**src/core/pp_pkg.sv**
```systemverilog
// Shared constants for the multi-mode parallel port block.
// Assumes a 100 MHz system clock and a host that holds each request until ready.
package pp_pkg;

  // ****************************************************************
  // Register offsets on the host I/O port
  // ****************************************************************
  localparam logic [3:0] PP_OFF_DATA = 4'h0;
  localparam logic [3:0] PP_OFF_STAT = 4'h1;
  localparam logic [3:0] PP_OFF_CTRL = 4'h2;
  localparam logic [3:0] PP_OFF_EPP_ADDR = 4'h3;
  localparam logic [3:0] PP_OFF_EPP_DATA = 4'h4;
  localparam logic [3:0] PP_OFF_FIFO = 4'h8;
  localparam logic [3:0] PP_OFF_CFGB = 4'h9;
  localparam logic [3:0] PP_OFF_XCTRL = 4'ha;
  localparam logic [3:0] PP_OFF_CFGA = 4'hb;

  // ****************************************************************
  // Operating modes held in the extended control register
  // ****************************************************************
  localparam logic [2:0] PP_MODE_STD = 3'h0;
  localparam logic [2:0] PP_MODE_PS2 = 3'h1;
  localparam logic [2:0] PP_MODE_COMPAT = 3'h2;
  localparam logic [2:0] PP_MODE_ECP = 3'h3;
  localparam logic [2:0] PP_MODE_EPP = 3'h4;
  localparam logic [2:0] PP_MODE_TEST = 3'h6;
  localparam logic [2:0] PP_MODE_CFG = 3'h7;

  // ****************************************************************
  // Field positions
  // ****************************************************************
  localparam int PP_CTRL_STROBE = 0;
  localparam int PP_CTRL_NINIT = 2;
  localparam int PP_CTRL_DIR = 5;
  localparam int PP_STAT_TMO = 0;
  localparam int PP_XCTRL_MODE_LSB = 5;
  localparam int PP_XCTRL_FULL = 1;
  localparam int PP_XCTRL_EMPTY = 0;

  // ****************************************************************
  // Reset values and fixed contents
  // ****************************************************************
  localparam logic [7:0] PP_DATA_RST = 8'h00;
  localparam logic [7:0] PP_CTRL_RST = 8'h04;
  localparam logic [4:0] PP_XCTRL_RST = 5'h00;
  localparam logic [7:0] PP_CFGA_VAL = 8'h10;
  localparam int PP_PWORD = 8;
  localparam int PP_FIFO_DEPTH = 16;

  // ****************************************************************
  // Timing
  // ****************************************************************
  localparam int PP_CLK_NS = 10;
  localparam int PP_WDOG_NS = 10000;
  localparam logic [10:0] PP_WDOG_CYC = 11'(PP_WDOG_NS / PP_CLK_NS);

endpackage

```
**src/core/pp_sync.sv**
```systemverilog
// Three-stage input synchroniser with agreement filter.
// Assumes asynchronous pin inputs; output changes when stages two and three agree.
`timescale 1ns/1ns
module pp_sync #(
  parameter int W = 1,
  parameter logic [W-1:0] RST_VAL = '0
) (
  // Clock and reset
  input wire logic clk_i,
  input wire logic rst_i,
  // Pins in, filtered levels out
  input wire logic [W-1:0] in_i,
  output logic [W-1:0] out_o
);
  logic [W-1:0] s1;
  logic [W-1:0] s2;
  logic [W-1:0] s3;

  // Stage one feeds only stage two, so no logic sees a metastable level
  always_ff @(posedge clk_i) begin
    if (rst_i) begin
      s1 <= RST_VAL;
      s2 <= RST_VAL;
      s3 <= RST_VAL;
    end else begin
      s1 <= in_i;
      s2 <= s1;
      s3 <= s2;
    end
  end

  // Per-bit agreement filter
  for (genvar b = 0; b < W; b++) begin : g_filt
    always_ff @(posedge clk_i) begin
      if (rst_i) begin
        out_o[b] <= RST_VAL[b];
      end else if (s2[b] == s3[b]) begin
        out_o[b] <= s3[b];
      end
    end
  end
endmodule // pp_sync

```
**src/core/pp_fifo_mem.sv**
```systemverilog
// Storage for the shared byte FIFO, read data from a register.
// Assumes the caller keeps the pointers and the fill count.
`timescale 1ns/1ns
module pp_fifo_mem #(
  parameter int W = 8,
  parameter int D = 16,
  parameter int AW = $clog2(D)
) (
  // Clock and reset
  input wire logic clk_i,
  input wire logic rst_i,
  // Write side
  input wire logic wr_en_i,
  input wire logic [AW-1:0] wr_addr_i,
  input wire logic [W-1:0] wr_data_i,
  // Read side
  input wire logic [AW-1:0] rd_addr_i,
  output logic [W-1:0] rd_data_o
);
  logic [W-1:0] mem [D];

  // Array carries no reset; contents are don't-care until written
  always_ff @(posedge clk_i) begin
    if (wr_en_i) begin
      mem[wr_addr_i] <= wr_data_i;
    end
  end

  // Head word is refreshed every cycle
  always_ff @(posedge clk_i) begin
    if (rst_i) begin
      rd_data_o <= '0;
    end else begin
      rd_data_o <= mem[rd_addr_i];
    end
  end
endmodule // pp_fifo_mem

```
**src/core/pp_port.sv**
```systemverilog
// Multi-mode parallel port: register file, EPP cycle engine, shared FIFO.
// Assumes a host that holds rd/wr until io_ready_o and pins that are async.
`timescale 1ns/1ns
module pp_port
  import pp_pkg::*;
#(
  parameter int FIFO_DEPTH = PP_FIFO_DEPTH
) (
  // Clock and reset
  input wire logic clk_i,
  input wire logic rst_i,
  // Host I/O port
  input wire logic [3:0] io_addr_i,
  input wire logic io_rd_i,
  input wire logic io_wr_i,
  input wire logic [7:0] io_wdata_i,
  output logic [7:0] io_rdata_o,
  output logic io_ready_o,
  // Chip-level configuration
  input wire logic [2:0] cfg_irq_sel_i,
  input wire logic [2:0] cfg_dma_sel_i,
  // Port data lines
  input wire logic [7:0] pd_i,
  output logic [7:0] pd_o,
  output logic pd_oe_o,
  // Peripheral inputs
  input wire logic peripheral_handshake_i,
  input wire logic peripheral_interrupt_in_i,
  input wire logic ack_n_i,
  input wire logic perror_i,
  input wire logic select_i,
  input wire logic fault_n_i,
  // Peripheral outputs
  output logic write_indication_line_n_o,
  output logic data_phase_strobe_n_o,
  output logic address_phase_strobe_n_o,
  output logic peripheral_reset_out_n_o,
  output logic peripheral_irq_o,
  output logic peripheral_irq_edge_o
);
  localparam int AW = $clog2(FIFO_DEPTH);

  typedef enum logic [1:0] {PP_ST_IDLE, PP_ST_STROBE, PP_ST_ACK} pp_state_e;

  // ****************************************************************
  // Pin synchronisers
  // ****************************************************************
  logic [13:0] pins_f;
  logic hs_f;
  logic int_f;
  logic [7:0] pd_f;
  logic [3:0] stat_f;
  logic int_q;

  pp_sync #(.W(14), .RST_VAL(14'h3fff)) u_sync (
    .clk_i(clk_i),
    .rst_i(rst_i),
    .in_i({peripheral_handshake_i, peripheral_interrupt_in_i, ack_n_i, perror_i,
           select_i, fault_n_i, pd_i}),
    .out_o(pins_f)
  );
  assign hs_f = pins_f[13];
  assign int_f = pins_f[12];
  assign stat_f = pins_f[11:8];
  assign pd_f = pins_f[7:0];

  // Interrupt passes straight through, edge detected on the filtered level
  always_ff @(posedge clk_i) begin
    if (rst_i) begin
      int_q <= 1'b1;
    end else begin
      int_q <= int_f;
    end
  end
  assign peripheral_irq_o = int_f;
  assign peripheral_irq_edge_o = int_f & ~int_q;

  // ****************************************************************
  // Registers and host decode
  // ****************************************************************
  pp_state_e st;
  logic [7:0] port_data;
  logic [7:0] device_control;
  logic [4:0] extended_control;
  logic tmo_flag;
  logic [2:0] mode;
  logic req;
  logic epp_req;
  logic cyc_write;
  logic cyc_addr;
  logic [7:0] cyc_data;
  logic [10:0] wdog_cnt;
  logic [10:0] stb_age;
  logic tmo_hit;
  logic hs_done;
  logic fifo_push;
  logic fifo_pop;
  logic [AW-1:0] wr_ptr;
  logic [AW-1:0] rd_ptr;
  logic [AW:0] fifo_cnt;
  logic fifo_full;
  logic fifo_empty;
  logic [7:0] fifo_head;
  logic fifo_win;
  logic afifo_win;

  assign mode = extended_control[4:2];
  assign req = (io_rd_i | io_wr_i) && st == PP_ST_IDLE;
  assign epp_req = req && mode == PP_MODE_EPP &&
                   (io_addr_i == PP_OFF_EPP_ADDR || io_addr_i == PP_OFF_EPP_DATA);
  assign fifo_win = io_addr_i == PP_OFF_FIFO &&
                    (mode == PP_MODE_COMPAT || mode == PP_MODE_ECP || mode == PP_MODE_TEST);
  assign afifo_win = io_addr_i == PP_OFF_EPP_ADDR && mode == PP_MODE_ECP;
  assign fifo_full = fifo_cnt == (AW+1)'(FIFO_DEPTH);
  assign fifo_empty = fifo_cnt == '0;
  assign tmo_hit = st == PP_ST_STROBE && wdog_cnt == PP_WDOG_CYC;
  assign hs_done = st == PP_ST_STROBE && hs_f;

  // Data and control stay reachable in every mode
  always_ff @(posedge clk_i) begin
    if (rst_i) begin
      port_data <= PP_DATA_RST;
      device_control <= PP_CTRL_RST;
      extended_control <= PP_XCTRL_RST;
    end else if (req && io_wr_i && !epp_req) begin
      // Host is stalled during a cycle, so direction only moves in idle
      case (io_addr_i)
        PP_OFF_DATA: port_data <= io_wdata_i;
        PP_OFF_CTRL: device_control <= io_wdata_i;
        PP_OFF_XCTRL: extended_control <= io_wdata_i[7:3];
        default: ;
      endcase
    end
  end

  // Timeout flag: set wins over the read-to-clear
  always_ff @(posedge clk_i) begin
    if (rst_i) begin
      tmo_flag <= 1'b0;
    end else if (tmo_hit) begin
      tmo_flag <= 1'b1;
    end else if (req && io_rd_i && io_addr_i == PP_OFF_STAT) begin
      tmo_flag <= 1'b0;
    end
  end

  // ****************************************************************
  // EPP cycle engine
  // ****************************************************************
  always_ff @(posedge clk_i) begin
    if (rst_i) begin
      st <= PP_ST_IDLE;
    end else begin
      case (st)
        PP_ST_IDLE: if (epp_req) st <= PP_ST_STROBE; else if (req) st <= PP_ST_ACK;
        // Hold the host while the peripheral keeps handshake low
        PP_ST_STROBE: if (hs_f || tmo_hit) st <= PP_ST_ACK;
        PP_ST_ACK: st <= PP_ST_IDLE;
        default: st <= PP_ST_IDLE;
      endcase
    end
  end

  // Cycle attributes latched at the start and held to the end
  always_ff @(posedge clk_i) begin
    if (rst_i) begin
      cyc_write <= 1'b0;
      cyc_addr <= 1'b0;
      cyc_data <= '0;
    end else if (epp_req) begin
      cyc_write <= io_wr_i;
      cyc_addr <= io_addr_i == PP_OFF_EPP_ADDR;
      cyc_data <= io_wdata_i;
    end
  end

  // Watchdog counts from the first strobe cycle
  always_ff @(posedge clk_i) begin
    if (rst_i) begin
      wdog_cnt <= '0;
    end else if (st == PP_ST_STROBE && !tmo_hit) begin
      wdog_cnt <= wdog_cnt + 11'h001;
    end else begin
      wdog_cnt <= '0;
    end
  end

  // Independent strobe age, so the bound check does not lean on the watchdog
  always_ff @(posedge clk_i) begin
    if (rst_i || st != PP_ST_STROBE) stb_age <= '0;
    else stb_age <= stb_age + 11'h001;
  end

  // Strobes assert on cycle start, release as the final ready goes out
  always_ff @(posedge clk_i) begin
    if (rst_i) begin
      data_phase_strobe_n_o <= 1'b1;
      address_phase_strobe_n_o <= 1'b1;
    end else if (epp_req) begin
      data_phase_strobe_n_o <= io_addr_i == PP_OFF_EPP_ADDR;
      address_phase_strobe_n_o <= io_addr_i != PP_OFF_EPP_ADDR;
    end else if (hs_done || tmo_hit) begin
      data_phase_strobe_n_o <= 1'b1;
      address_phase_strobe_n_o <= 1'b1;
    end
  end

  // Write line: cycle direction, but the control strobe bit may force it
  always_comb begin
    if (st == PP_ST_STROBE || st == PP_ST_ACK) begin
      write_indication_line_n_o = ~cyc_write & ~device_control[PP_CTRL_STROBE];
    end else begin
      write_indication_line_n_o = device_control[PP_CTRL_DIR];
    end
  end

  // Bus floats for reads so the peripheral may drive it
  always_comb begin
    if (st == PP_ST_STROBE || st == PP_ST_ACK) begin
      pd_oe_o = cyc_write;
      pd_o = cyc_data;
    end else begin
      pd_oe_o = ~device_control[PP_CTRL_DIR];
      pd_o = port_data;
    end
  end

  // Reset line follows the control register init bit
  always_ff @(posedge clk_i) begin
    if (rst_i) begin
      peripheral_reset_out_n_o <= 1'b0;
    end else begin
      peripheral_reset_out_n_o <= device_control[PP_CTRL_NINIT];
    end
  end

  // No-more-wait pulse to the host ends every access
  assign io_ready_o = st == PP_ST_ACK;

  // ****************************************************************
  // Shared byte FIFO, one buffer behind every FIFO window
  // ****************************************************************
  assign fifo_push = req && io_wr_i && (fifo_win || afifo_win) && !fifo_full;
  assign fifo_pop = req && io_rd_i && fifo_win && !fifo_empty;

  // Pointers and count; a write into a full buffer is dropped
  always_ff @(posedge clk_i) begin
    if (rst_i) begin
      wr_ptr <= '0;
      rd_ptr <= '0;
      fifo_cnt <= '0;
    end else begin
      if (fifo_push) wr_ptr <= wr_ptr + AW'(1);
      if (fifo_pop) rd_ptr <= rd_ptr + AW'(1);
      fifo_cnt <= fifo_cnt + (AW+1)'(fifo_push) - (AW+1)'(fifo_pop);
    end
  end

  pp_fifo_mem #(.W(PP_PWORD), .D(FIFO_DEPTH), .AW(AW)) u_mem (
    .clk_i(clk_i),
    .rst_i(rst_i),
    .wr_en_i(fifo_push),
    .wr_addr_i(wr_ptr),
    .wr_data_i(io_wdata_i),
    .rd_addr_i(rd_ptr),
    .rd_data_o(fifo_head)
  );

  // ****************************************************************
  // Read data
  // ****************************************************************
  always_ff @(posedge clk_i) begin
    if (rst_i) begin
      io_rdata_o <= '0;
    end else if (hs_done || tmo_hit) begin
      io_rdata_o <= cyc_write ? cyc_data : pd_f;
    end else if (req && io_rd_i && !epp_req) begin
      case (io_addr_i)
        PP_OFF_DATA: io_rdata_o <= device_control[PP_CTRL_DIR] ? pd_f : port_data;
        PP_OFF_STAT: io_rdata_o <= {hs_f, stat_f, 2'b00, tmo_flag};
        PP_OFF_CTRL: io_rdata_o <= {2'b00, device_control[5:0]};
        PP_OFF_FIFO: io_rdata_o <= mode == PP_MODE_CFG ? PP_CFGA_VAL : fifo_head;
        PP_OFF_CFGB: io_rdata_o <= {1'b0, int_f, cfg_irq_sel_i, cfg_dma_sel_i};
        PP_OFF_XCTRL: io_rdata_o <= {extended_control, 1'b0, fifo_full, fifo_empty};
        PP_OFF_CFGA: io_rdata_o <= PP_CFGA_VAL;
        default: io_rdata_o <= '0;
      endcase
    end
  end

  // ****************************************************************
  // Checks
  // ****************************************************************
  wait_hold_a: assert property (@(posedge clk_i) disable iff (rst_i)
    st == PP_ST_STROBE && !hs_f && !tmo_hit |=> !io_ready_o)
    else $error("host released while handshake low");
  strobe_start_a: assert property (@(posedge clk_i) disable iff (rst_i)
    epp_req |=> (data_phase_strobe_n_o ^ address_phase_strobe_n_o) &&
      address_phase_strobe_n_o == !cyc_addr)
    else $error("no single strobe at cycle start");
  wait_bound_a: assert property (@(posedge clk_i) disable iff (rst_i)
    st == PP_ST_STROBE |-> stb_age <= PP_WDOG_CYC)
    else $error("cycle not ended by watchdog");
  term_strobe_a: assert property (@(posedge clk_i) disable iff (rst_i)
    $fell(st == PP_ST_STROBE) |-> io_ready_o && data_phase_strobe_n_o &&
      address_phase_strobe_n_o)
    else $error("strobe held at termination");
  dir_stable_a: assert property (@(posedge clk_i) disable iff (rst_i)
    st == PP_ST_STROBE |=> $stable(cyc_write) && $stable(device_control))
    else $error("direction changed inside a cycle");
  read_float_a: assert property (@(posedge clk_i) disable iff (rst_i)
    st == PP_ST_STROBE && !cyc_write && !device_control[PP_CTRL_STROBE] |->
      write_indication_line_n_o && !pd_oe_o)
    else $error("read cycle drives bus or write line");
  irq_edge_a: assert property (@(posedge clk_i) disable iff (rst_i)
    peripheral_irq_edge_o |-> peripheral_irq_o ##1 !peripheral_irq_edge_o)
    else $error("interrupt edge malformed");
  reset_out_a: assert property (@(posedge clk_i) disable iff (rst_i)
    !device_control[PP_CTRL_NINIT] |=> !peripheral_reset_out_n_o)
    else $error("peripheral reset not driven");
  fifo_bound_a: assert property (@(posedge clk_i) disable iff (rst_i)
    fifo_full |-> fifo_cnt == (AW+1)'(FIFO_DEPTH) && !fifo_push)
    else $error("shared buffer overfilled");
  wdog_flag_a: assert property (@(posedge clk_i) disable iff (rst_i)
    tmo_hit |=> tmo_flag && io_ready_o && wdog_cnt == '0)
    else $error("timeout not reported");
  read_byte_a: assert property (@(posedge clk_i) disable iff (rst_i)
    hs_done && !cyc_write |=> io_rdata_o == $past(pd_f))
    else $error("read byte not captured at release");
endmodule // pp_port

```
**config.mk**
```make
export PLATFORM = sky130hd
export DESIGN_NAME = pp_port
export DESIGN_NICKNAME = d
export VERILOG_FILES = /design/src/core/pp_pkg.sv /design/src/core/pp_sync.sv /design/src/core/pp_fifo_mem.sv /design/src/core/pp_port.sv
export SDC_FILE = /design/constraint.sdc
export NUM_CORES = 1
export LEC_CHECK = 0
export BUFFER_PORTS_ARGS = -buffer_cell sky130_fd_sc_hd__buf_2
export CAP_MARGIN = 10
export CORE_MARGIN = 2
export CORE_UTILIZATION = 40
export DETAILED_ROUTE_END_ITERATION = 10
export PLACE_DENSITY = 0.68
export SYNTH_ARGS = -nofsm -noshare
export SYNTH_HDL_FRONTEND = slang
export SYNTH_SLANG_ARGS = --single-unit
```
**constraint.sdc**
```tcl
create_clock -name clk_i -period 5.06 [get_ports clk_i]
set_input_delay 0.253 -clock clk_i [delete_from_list [all_inputs] [get_ports clk_i]]
set_output_delay 0.253 -clock clk_i [all_outputs]
set_load 0.05 [all_outputs]
```
# Yosys cells after proc, flatten, opt, wreduce, memory -nomap -nowiden
# Memories as Yosys holds them, arrays and structs flattened. A register that Yosys moved wholly into a read port is not among the register bits.
# Index checks and enable logic that the tools add are counted.
# totals
word_cells	140
n_memories	1
output_inout_bits	24
ramBits	128
regBits	123
in_bits	36
# mem_list
memory	depth	word_bits	rd	rd_clocked_by_memory_dff	write_ports	line	text
u_mem.mem	16	8	1	1	1	pp_fifo_mem.sv:20	logic [W-1:0] mem [D];
# op_classes
reduce_logical	39
eq_ne	34
bitwise_logic	8
muxes	20
add_sub_neg	5
# op_table
operator	count
8-bit case mux with 7 select lines	1
8-bit two-way mux	6
1-bit logical AND	17
4-bit equality test (second input constant)	4
1-bit equality test	14
11-bit by 1-bit adder with 11-bit output (second input constant)	1
11-bit by 10-bit equality test with 1-bit output (second input constant)	1
3-bit equality test (second input constant)	3
1-bit two-way mux	9
4-bit by 1-bit adder with 4-bit output (second input constant)	2
4-bit by 2-bit equality test with 1-bit output (second input constant)	2
2-bit AND reduction	4
1-bit logical OR	7
3-bit by 2-bit equality test with 1-bit output (second input constant)	2
2-bit two-way mux	3
2-bit nonzero test	3
5-bit by 1-bit adder with 5-bit output	1
5-bit equality test (second input constant)	1
5-bit logical NOT	1
1-bit inverter	5
5-bit by 1-bit subtractor with 5-bit output	1
4-bit by 1-bit equality test with 1-bit output (second input constant)	1
4-bit by 3-bit equality test with 1-bit output (second input constant)	1
1-bit logical NOT	4
11 further kinds	12

# Logic depth before layout (Yosys ltp)
# Gate-level depths: netlist (run 1).
# logic_depth
ltp_word	9
mapped_depth	14
mapped_depth_nobuf	13

# Modules after synthesis
# A second synthesis (run 1) with hierarchy kept.
# hier_totals
cells_unflattened	807
hier_area_um2	10608.9
# modules_own_cells
module	cells_each	area_each_um2	n_inst
pp_fifo_mem	259	5282.6	1
pp_port	402	3661.0	1
pp_sync	146	1665.3	1

# Worst setup path after synthesis (run 1)
# OpenSTA, ideal clock, no wires.
# synth_path
path_type	register -> register
start	reg st[0]
end	reg fifo_cnt[4]
setup_slack_ps	2396
t_arrival_ps	2536
stages_incl_launch_ff	15
required_time_ps	4932
period_less_slack_ps	2664
cell_sequence	dfxtp_1 > inv_1 > ha_1 > buf_2 > nand2_1 > nor4b_2 > ha_1 > inv_1 > ha_1 > fa_1 > a21oi_1 > nor2_1 > nor2_1 > xnor2_1 > nor2_1
# synth_between
word_cells_on_any_way	10
# synth_lines
item	line	text
from (decl)	pp_port.sv:81	pp_state_e st;
from (signal assigned)	pp_port.sv:152	st <= PP_ST_IDLE;
from (signal assigned)	pp_port.sv:155	PP_ST_IDLE: if (epp_req) st <= PP_ST_STROBE; else if (req) st <= PP_ST_ACK;
from (signal assigned)	pp_port.sv:157	PP_ST_STROBE: if (hs_f || tmo_hit) st <= PP_ST_ACK;
2-bit logical NOT	pp_port.sv:108	assign req = (io_rd_i | io_wr_i) && st == PP_ST_IDLE;
1-bit logical AND	pp_port.sv:108	
1-bit logical AND (3 in a row)	pp_port.sv:244	assign fifo_pop = req && io_rd_i && fifo_win && !fifo_empty;
named net fifo_pop	pp_port.sv:97	logic fifo_pop;
5-bit by 1-bit subtractor with 5-bit output	pp_port.sv:255	fifo_cnt <= fifo_cnt + (AW+1)'(fifo_push) - (AW+1)'(fifo_pop);
to (signal assigned)	pp_port.sv:255	
to (decl)	pp_port.sv:100	logic [AW:0] fifo_cnt;
# The timed path passes the listed nets, and every way through them passes these cells.
# A chain may end at the register's enable or synchronous reset.

# Final worst setup path (run 1)
# layout_path
start	reg st[0]
end	mem u_mem.mem[1][3] (enable)
# layout_between
elab_chain_cells	7
# layout_lines
item	line	text
2-bit logical NOT	pp_port.sv:108	
1-bit logical AND	pp_port.sv:108	
1-bit logical AND (3 in a row)	pp_port.sv:243	assign fifo_push = req && io_wr_i && (fifo_win || afifo_win) && !fifo_full;
1-bit two-way mux	pp_fifo_mem.sv:24	if (wr_en_i) begin
1-bit two-way mux (not written as such)	pp_fifo_mem.sv:25	mem[wr_addr_i] <= wr_data_i;
to (decl)	pp_fifo_mem.sv:20	
# No other way between the ends.

==> results of run 1 <==
==> logic make-up after synthesis <==
| logic type | count (synthesis) | synth area share [%] |
|---|---|---|
| xor+xnor | 18 | 1.52 |
| compound gates | 97 | 6.55 |
| fa+ha+maj | 17 | 2.12 |
| simple gates | 232 | 11.5 |
| buf+inv | 63 | 2.40 |
| flops | 259 | 62.2 |
| mux | 91 | 13.7 |
==> metrics by stage <==
stage               utilization [%]  hold WS [ns]  setup slack [ns]  cells
floorplan                         -         0.352              2.40    777
global placement               43.3         0.394              1.84   1127
detailed placement             43.3         0.394              1.67   1127
CTS                            47.4        0.0409              1.79   1191
global route                   47.4        0.0464              1.59   1191
finish                         47.4        0.0574              1.80   1191
==> cell usage after synthesis (6+ instances only) <==
cell,number,area (um2)
nand2b_1,6,37.5
o21bai_1,15,113
nor2b_1,16,100
buf_1,6,22.5
nand3_1,10,50.1
nand4_1,6,37.5
xnor2_1,12,105
mux4_2,40,901
mux2i_1,39,390
mux2_2,12,135
inv_1,20,75.1
buf_2,10,50.1
a21oi_1,34,170
or2_2,45,282
edfxtp_1,128,3840
nand2_1,25,93.8
xor2_1,6,52.6
nor3_1,9,45.0
nor2_1,88,330
clkbuf_1,27,101
a21o_1,6,45.0
ha_1,16,200
dfxtp_1,131,2620
==> registers in the layout, indices dropped and copies added, names as in the netlist, 2 cells and up <==
register          flops
u_mem.mem           128
u_sync.out_o         14
u_sync.s1            14
u_sync.s2            14
u_sync.s3            14
wdog_cnt             11
cyc_data              8
io_rdata_o            8
port_data             8
u_mem.rd_data_o       8
device_control        6
extended_control      5
fifo_cnt              5
rd_ptr                4
wr_ptr                4
st                    2
==> power groups by stage <==
stage	logic [mW]	registers [mW]	clock network, mW
2_1_floorplan	0.0804	2.27	0
3_3_place_gp	0.140	2.27	0
3_5_place_dp	0.141	2.27	0
4_1_cts	0.149	2.23	2.04
5_1_grt	0.162	2.23	2.11
6_report	0.148	2.23	1.99
==> worst min path at each step <==
stage | startpoint | end | slack [ns] | depth (start not counted)
2_1_floorplan | io_wdata_i[0] | u_mem.mem[0][0] | 0.35 | 0
3_3_place_gp | u_sync.s1[10] | u_sync.s2[10] | 0.39 | 1
3_5_place_dp | u_sync.s1[12] | u_sync.s2[12] | 0.39 | 1
4_1_cts | io_wr_i | cyc_write | 0.04 | 3
5_1_grt | io_wr_i | cyc_write | 0.05 | 3
6_report | io_wr_i | cyc_write | 0.06 | 3
==> repair_timing <==
item / CTS / global route
hold buffers: 14 / 0
hold endpoints to repair: 14 / 0
gates resized for setup: 0 / 0
==> layout make-up <==
cell class              instances  area share [%]
clock buffers                  36            6.09
clock inverters                14            1.42
inverters                      20           0.626
multi-input cells             455            30.6
flip-flops and latches        259            53.9
well taps                     330            3.44
repair buffers                 77            3.90
==> worst max-delay path: stages, from the launching register on <==
cell	delay (ns)
dfxtp_1	0.32
inv_1	0.08
ha_1	0.36
nand3b_1	0.18
a2111oi_4	0.66
nand2_1	0.28
nor3_1	1.00
==> metal layers <==
| layer | part of all wire (%) | wire length, um |
|---|---|---|
| met5 | 0 | 0 |
| met4 | 1.6 | 344 |
| met3 | 5.7 | 1270 |
| met2 | 48 | 10600 |
| met1 | 45 | 9910 |
==> cells in the final DEF (no fill, tap or decap), types with 6 or more instances in the layout <==
| cell type | Yosys | layout |
|---|---|---|
| a21o_1 | 6 | 6 |
| a21oi_1 | 34 | 34 |
| buf_2 | 10 | 58 |
| clkbuf_1 | 27 | 8 |
| clkbuf_16 | 0 | 28 |
| clkinv_1 | 0 | 6 |
| dfxtp_1 | 131 | 130 |
| dlygate4sd3_1 | 0 | 14 |
| edfxtp_1 | 128 | 128 |
| ha_1 | 16 | 16 |
| inv_1 | 20 | 20 |
| mux2_2 | 12 | 12 |
| mux2i_1 | 39 | 39 |
| mux4_2 | 40 | 40 |
| nand2_1 | 25 | 25 |
| nand2b_1 | 6 | 6 |
| nand3_1 | 10 | 10 |
| nand4_1 | 6 | 6 |
| nor2_1 | 88 | 88 |
| nor2b_1 | 16 | 16 |
| nor3_1 | 9 | 9 |
| o21bai_1 | 15 | 15 |
| or2_2 | 45 | 45 |
| xnor2_1 | 12 | 12 |
| xor2_1 | 6 | 6 |
==> results.json, run 1 <==
{
  "core_mm2": 0.0253,
  "avgRoutedWirePerCell_um": 18.6,
  "rsz0062_at_grt": "no",
  "drc": 0,
  "min_period_ns": 3.26,
  "finalClockSkew_ns": 0.0200,
  "swShare_pct": 20.1,
  "fin_tns_setup_ns": 0,
  "worstPathArrival_ns": 3.41,
  "seqPwrFrac_pct": 51.0,
  "power_switching_uw": 877,
  "ys_ff_latch": 259,
  "startpoint_type": "flip-flop",
  "cts_max_path_buffers": 3,
  "first_pass_iters": 5,
  "p_int_mw": 3.49,
  "seq_area_frac_synth_pct": 62.2,
  "hpwl_mm": 14.8,
  "grt_pass1_vias": 6017,
  "totalWireLength_mm": 22.2,
  "synth.net_count": 830,
  "crit_end": "u_mem.mem[1][3]",
  "worst_pin_slew_ns": 1.24,
  "clk_latency_ns": 0.53,
  "placed_cell_area_mm2": 0.0110,
  "viasPerCell": 5.23,
  "grt_max_degree": 123,
  "synth_ff_type": "dfxtp_1",
  "crit-reg2reg-launch": "st[0]",
  "ff2ff_setup_slack_ns": 1.80,
  "slew_headroom_pct": 16.6,
  "cts_max_level": 1,
  "dr_total_vias": 6228,
  "finalPower_mw": 4.36,
  "status": "completed",
  "vdd_drop_max_uv": 275,
  "hold_viol_final": 0,
  "track_usage_pct": 16.4,
  "nets": 893,
  "start_util_pct": 41.0,
  "timing.fmax_ghz": 0.306,
  "die_area_mm2": 0.0273,
  "power_leakage_nw": 4.22,
  "syn_to_final_growth_pct": 15.5,
  "setup_viol": 0,
  "grt_pass1_wl_mm": 34.2,
  "synthArstFlopShare_pct": 0,
  "combPwrFrac_pct": 3.4,
  "chipWidth_um": 165,
  "syn_area_mm2": 0.0104,
  "fp-row-count": 58,
  "ff2ff_path_depth": 6,
  "synth-edff-count": 128,
  "rr_endpoint": "u_mem.mem[1][3]",
  "finalCritPeriodShare_pct": 64.5,
  "drv_cap": 0,
  "n_antenna_cell": 0,
  "fin_area_mm2": 0.0120,
  "multi_input_area_mm2": 0.00368,
  "cts_buffers": 27,
  "overflow": 0,
  "die_y_um": 165,
  "regArea_mm2": 0.00647,
  "final_antenna_net_count": 0,
  "clock_power_share_pct": 45.6,
  "top_usage_layer": "met2",
  "met1_usage_pct": 22.3,
  "cts_setup_buffers": 0,
  "cts_root_buffer": "clkbuf_16",
  "crit_path_end_kind": "flip-flop",
  "grt_use_met3_pct": 2.75,
  "antenna_found_initial": 0,
  "drive_gt1_share_pct": 23.6,
  "drt_first_iter_violations": 668,
  "worstSetupPathType": "reg2reg",
  "final_max_slew_viol_count": 0,
  "gr-usage-met2_pct": 27.4,
  "syn_area_per_cell_um2": 13.4,
  "syn_inst": 777,
  "required_ns": 5.20,
  "cp-startpoint": "st[0]",
  "cellPowerDensity_mw_per_mm2": 364,
  "pin_count": 60,
  "ys_warn_count": 0,
  "clkSinkCount": 259,
  "fillers": 2218,
  "path_clk_slew_ns": 0.06,
  "finalWeightedCongestion": 0.872,
  "synth.distinct_cells": 62,
  "hp-class": "in2reg",
  "cts_tree": "done",
  "port_buffers": 59,
  "worstPathMaxFanout": 9
}
(Power assumes the default switching activity.)
==> run 2, diff against run 1 <==
--- a/config.mk
+++ b/config.mk
@@ -10,7 +10,7 @@
 export CORE_MARGIN = 2
 export CORE_UTILIZATION = 40
 export DETAILED_ROUTE_END_ITERATION = 10
-export PLACE_DENSITY = 0.68
+export PLACE_DENSITY = 0.7
 export SYNTH_ARGS = -nofsm -noshare
 export SYNTH_HDL_FRONTEND = slang
 export SYNTH_SLANG_ARGS = --single-unit
==> constraint.sdc (replaced) <==
create_clock -name clk_i -period 2.65 [get_ports clk_i]
set_input_delay 0.1325 -clock clk_i [delete_from_list [all_inputs] [get_ports clk_i]]
set_output_delay 0.1325 -clock clk_i [all_outputs]
set_load 0.05 [all_outputs]
==> run 2 against run 1 <==
Effect of this change:
- cell area is 3.0% higher
- routed wire length rose by 0.74%
- largest power group unchanged
- via count up 3.3%
- clock skew fell by 0.0026 ns
- non-clock buffer count increased by 35
- sequential share of layout area down 1.5 points
==> results.json, run 2 (synthesis results as in run 1) <==
{
  "startpoint_type": "flip-flop",
  "final_antenna_net_count": 0,
  "min_period_ns": 2.48,
  "slew_headroom_pct": 56.1,
  "fillers": 2186,
  "wl_met2_mm": 10.6,
  "grt_max_degree": 62,
  "rsz0062_at_grt": "no",
  "grt_pass1_wl_mm": 35.1,
  "timing.fmax_ghz": 0.404,
  "ff2ff_setup_slack_ns": 0.17,
  "combPwrFrac_pct": 3.5,
  "wl_met3_mm": 1.17,
  "fin_tns_setup_ns": 0,
  "clock_power_share_pct": 45.8,
  "hpwl_mm": 14.8,
  "ff2ff_path_depth": 14,
  "core_mm2": 0.0253,
  "overflow": 0,
  "crit-reg2reg-launch": "fifo_cnt[2]",
  "cts_buffers": 27,
  "cts_root_buffer": "clkbuf_16",
  "setup_viol": 0,
  "cts_tree": "done",
  "die_area_mm2": 0.0273,
  "first_pass_iters": 6,
  "drv_cap": 0,
  "final_max_slew_viol_count": 0,
  "worstPathArrival_ns": 2.87,
  "crit_end": "fifo_cnt[4]",
  "n_antenna_cell": 0,
  "vdd_drop_max_uv": 380,
  "rr_endpoint": "fifo_cnt[4]",
  "hp-class": "in2reg",
  "cts_max_path_buffers": 3,
  "chipWidth_um": 165,
  "viasPerCell": 5.25,
  "grt_pass1_vias": 6330,
  "worstPathMaxFanout": 2,
  "hold_viol_final": 0,
  "die_y_um": 165,
  "wl_met1_mm": 9.90,
  "cellPowerDensity_mw_per_mm2": 679,
  "syn_to_final_growth_pct": 18.9,
  "avgRoutedWirePerCell_um": 18.2,
  "finalCritPeriodShare_pct": 93.5,
  "cp-startpoint": "fifo_cnt[2]",
  "highest_layer": "met4",
  "placed_cells": 1156,
  "finalWeightedCongestion": 0.851,
  "status": "completed",
  "cts_max_level": 1,
  "dr_total_vias": 6434,
  "crit_path_end_kind": "flip-flop",
  "utilization_pct": 48.8,
  "track_usage_pct": 16.6,
  "path_clk_slew_ns": 0.06,
  "finalClockSkew_ns": 0.0174,
  "swShare_pct": 20.4,
  "start_util_pct": 41.0,
  "worstSetupPathType": "reg2reg",
  "largest_reg_flops": 128,
  "clk_latency_ns": 0.52,
  "antenna_found_initial": 0,
  "stdcell_count": 1225,
  "seqPwrFrac_pct": 50.6,
  "hold_path_depth": 1,
  "drt_first_iter_violations": 558,
  "layout_common_cells": "dfxtp_1 (128), edfxtp_1 (128), nor2_1 (88)",
  "pin_count": 60,
  "required_ns": 3.04,
  "drive_gt1_share_pct": 28.3,
  "drc": 0,
  "p_int_mw": 6.68,
  "nets": 928,
  "totalWireLength_mm": 22.3,
  "min_from": "io_wdata_i[1]",
  "fp-row-count": 58,
  "port_buffers": 59,
  "worst_pin_slew_ns": 0.659,
  "finalPower_mw": 8.39,
  "largest_register": "u_mem.mem",
  "clkSinkCount": 259,
  "power_switching_mw": 1.71,
  "power_leakage_nw": 4.44
}
run 2: cell types whose count changed in the layout (fill, tap and decap cells not counted), sizes merged:
cell / delta
clkbuf: +5
dlygate4sd3: +1
inv: -1
clkinvlp: +1
bufinv: -3
buf: +34
clkinv: -3
run 2: metal layers:
metal  vias up  GRT usage [%]
li1       3038              -
met4         0           5.73
met2       176           27.0
met1      3176           22.8
met3        44           2.55
met5         -              0
run 2: area by class of cell:
cell class	instances	area [um2]	area share (%)
sequential	259	6470	52.4
multi-input combinational	455	3700	30.0
clock buffer	41	862	6.98
timing repair buffer	112	758	6.14
tap	330	413	3.34
clock inverter	8	76.3	0.618
inverter	20	75.1	0.608
run 2: worst min-delay path by stage:
stage	to	slack, ns
2_1_floorplan	u_mem.mem[0][0]	0.23
3_3_place_gp	u_sync.s1[9]	0.32
3_5_place_dp	u_sync.s1[9]	0.32
4_1_cts	u_mem.mem[1][2]	0.04
5_1_grt	u_mem.mem[1][7]	0.07
6_report	u_mem.mem[0][1]	0.06
run 2: repair_timing:
item / 4_1_cts / 5_1_grt
hold buffers: 15 / 0
endpoints found under the setup margin: 0 / 1
setup buffers: 0 / 5
gates resized for setup: 0 / 7
hold endpoints to repair: 15 / 0
run 2: stage by stage:
| step | cell area (um2) | setup slack [ns] | hold WS (ns) |
|---|---|---|---|
| 2_1_floorplan | 10400 | 0.0473 | 0.231 |
| 3_3_place_gp | 11200 | 0.128 | 0.318 |
| 3_5_place_dp | 11200 | 0.0442 | 0.318 |
| 4_1_cts | 12300 | 0.0233 | 0.0442 |
| 5_1_grt | 12400 | 0.0170 | 0.0683 |
| 6_report | 12400 | 0.173 | 0.0626 |
run 2: power groups by stage:
stage	registers (mW)	clock network, mW	logic, mW
2_1_floorplan	4.34	0	0.154
3_3_place_gp	4.34	0	0.274
3_5_place_dp	4.34	0	0.279
4_1_cts	4.25	3.92	0.297
5_1_grt	4.25	4.09	0.322
6_report	4.25	3.84	0.297
run 2: worst max-delay path: stages (launching register included):
cell and delay (ns):
dfxtp_2 0.32, inv_1 0.06, ha_2 0.18, nor4b_2 0.15
buf_4 0.14, nor4b_4 0.28, ha_1 0.16, inv_1 0.04
ha_2 0.19, fa_2 0.37, a21oi_2 0.12, nor2_1 0.05
nor2_1 0.12, xnor2_1 0.12, nor2_1 0.05
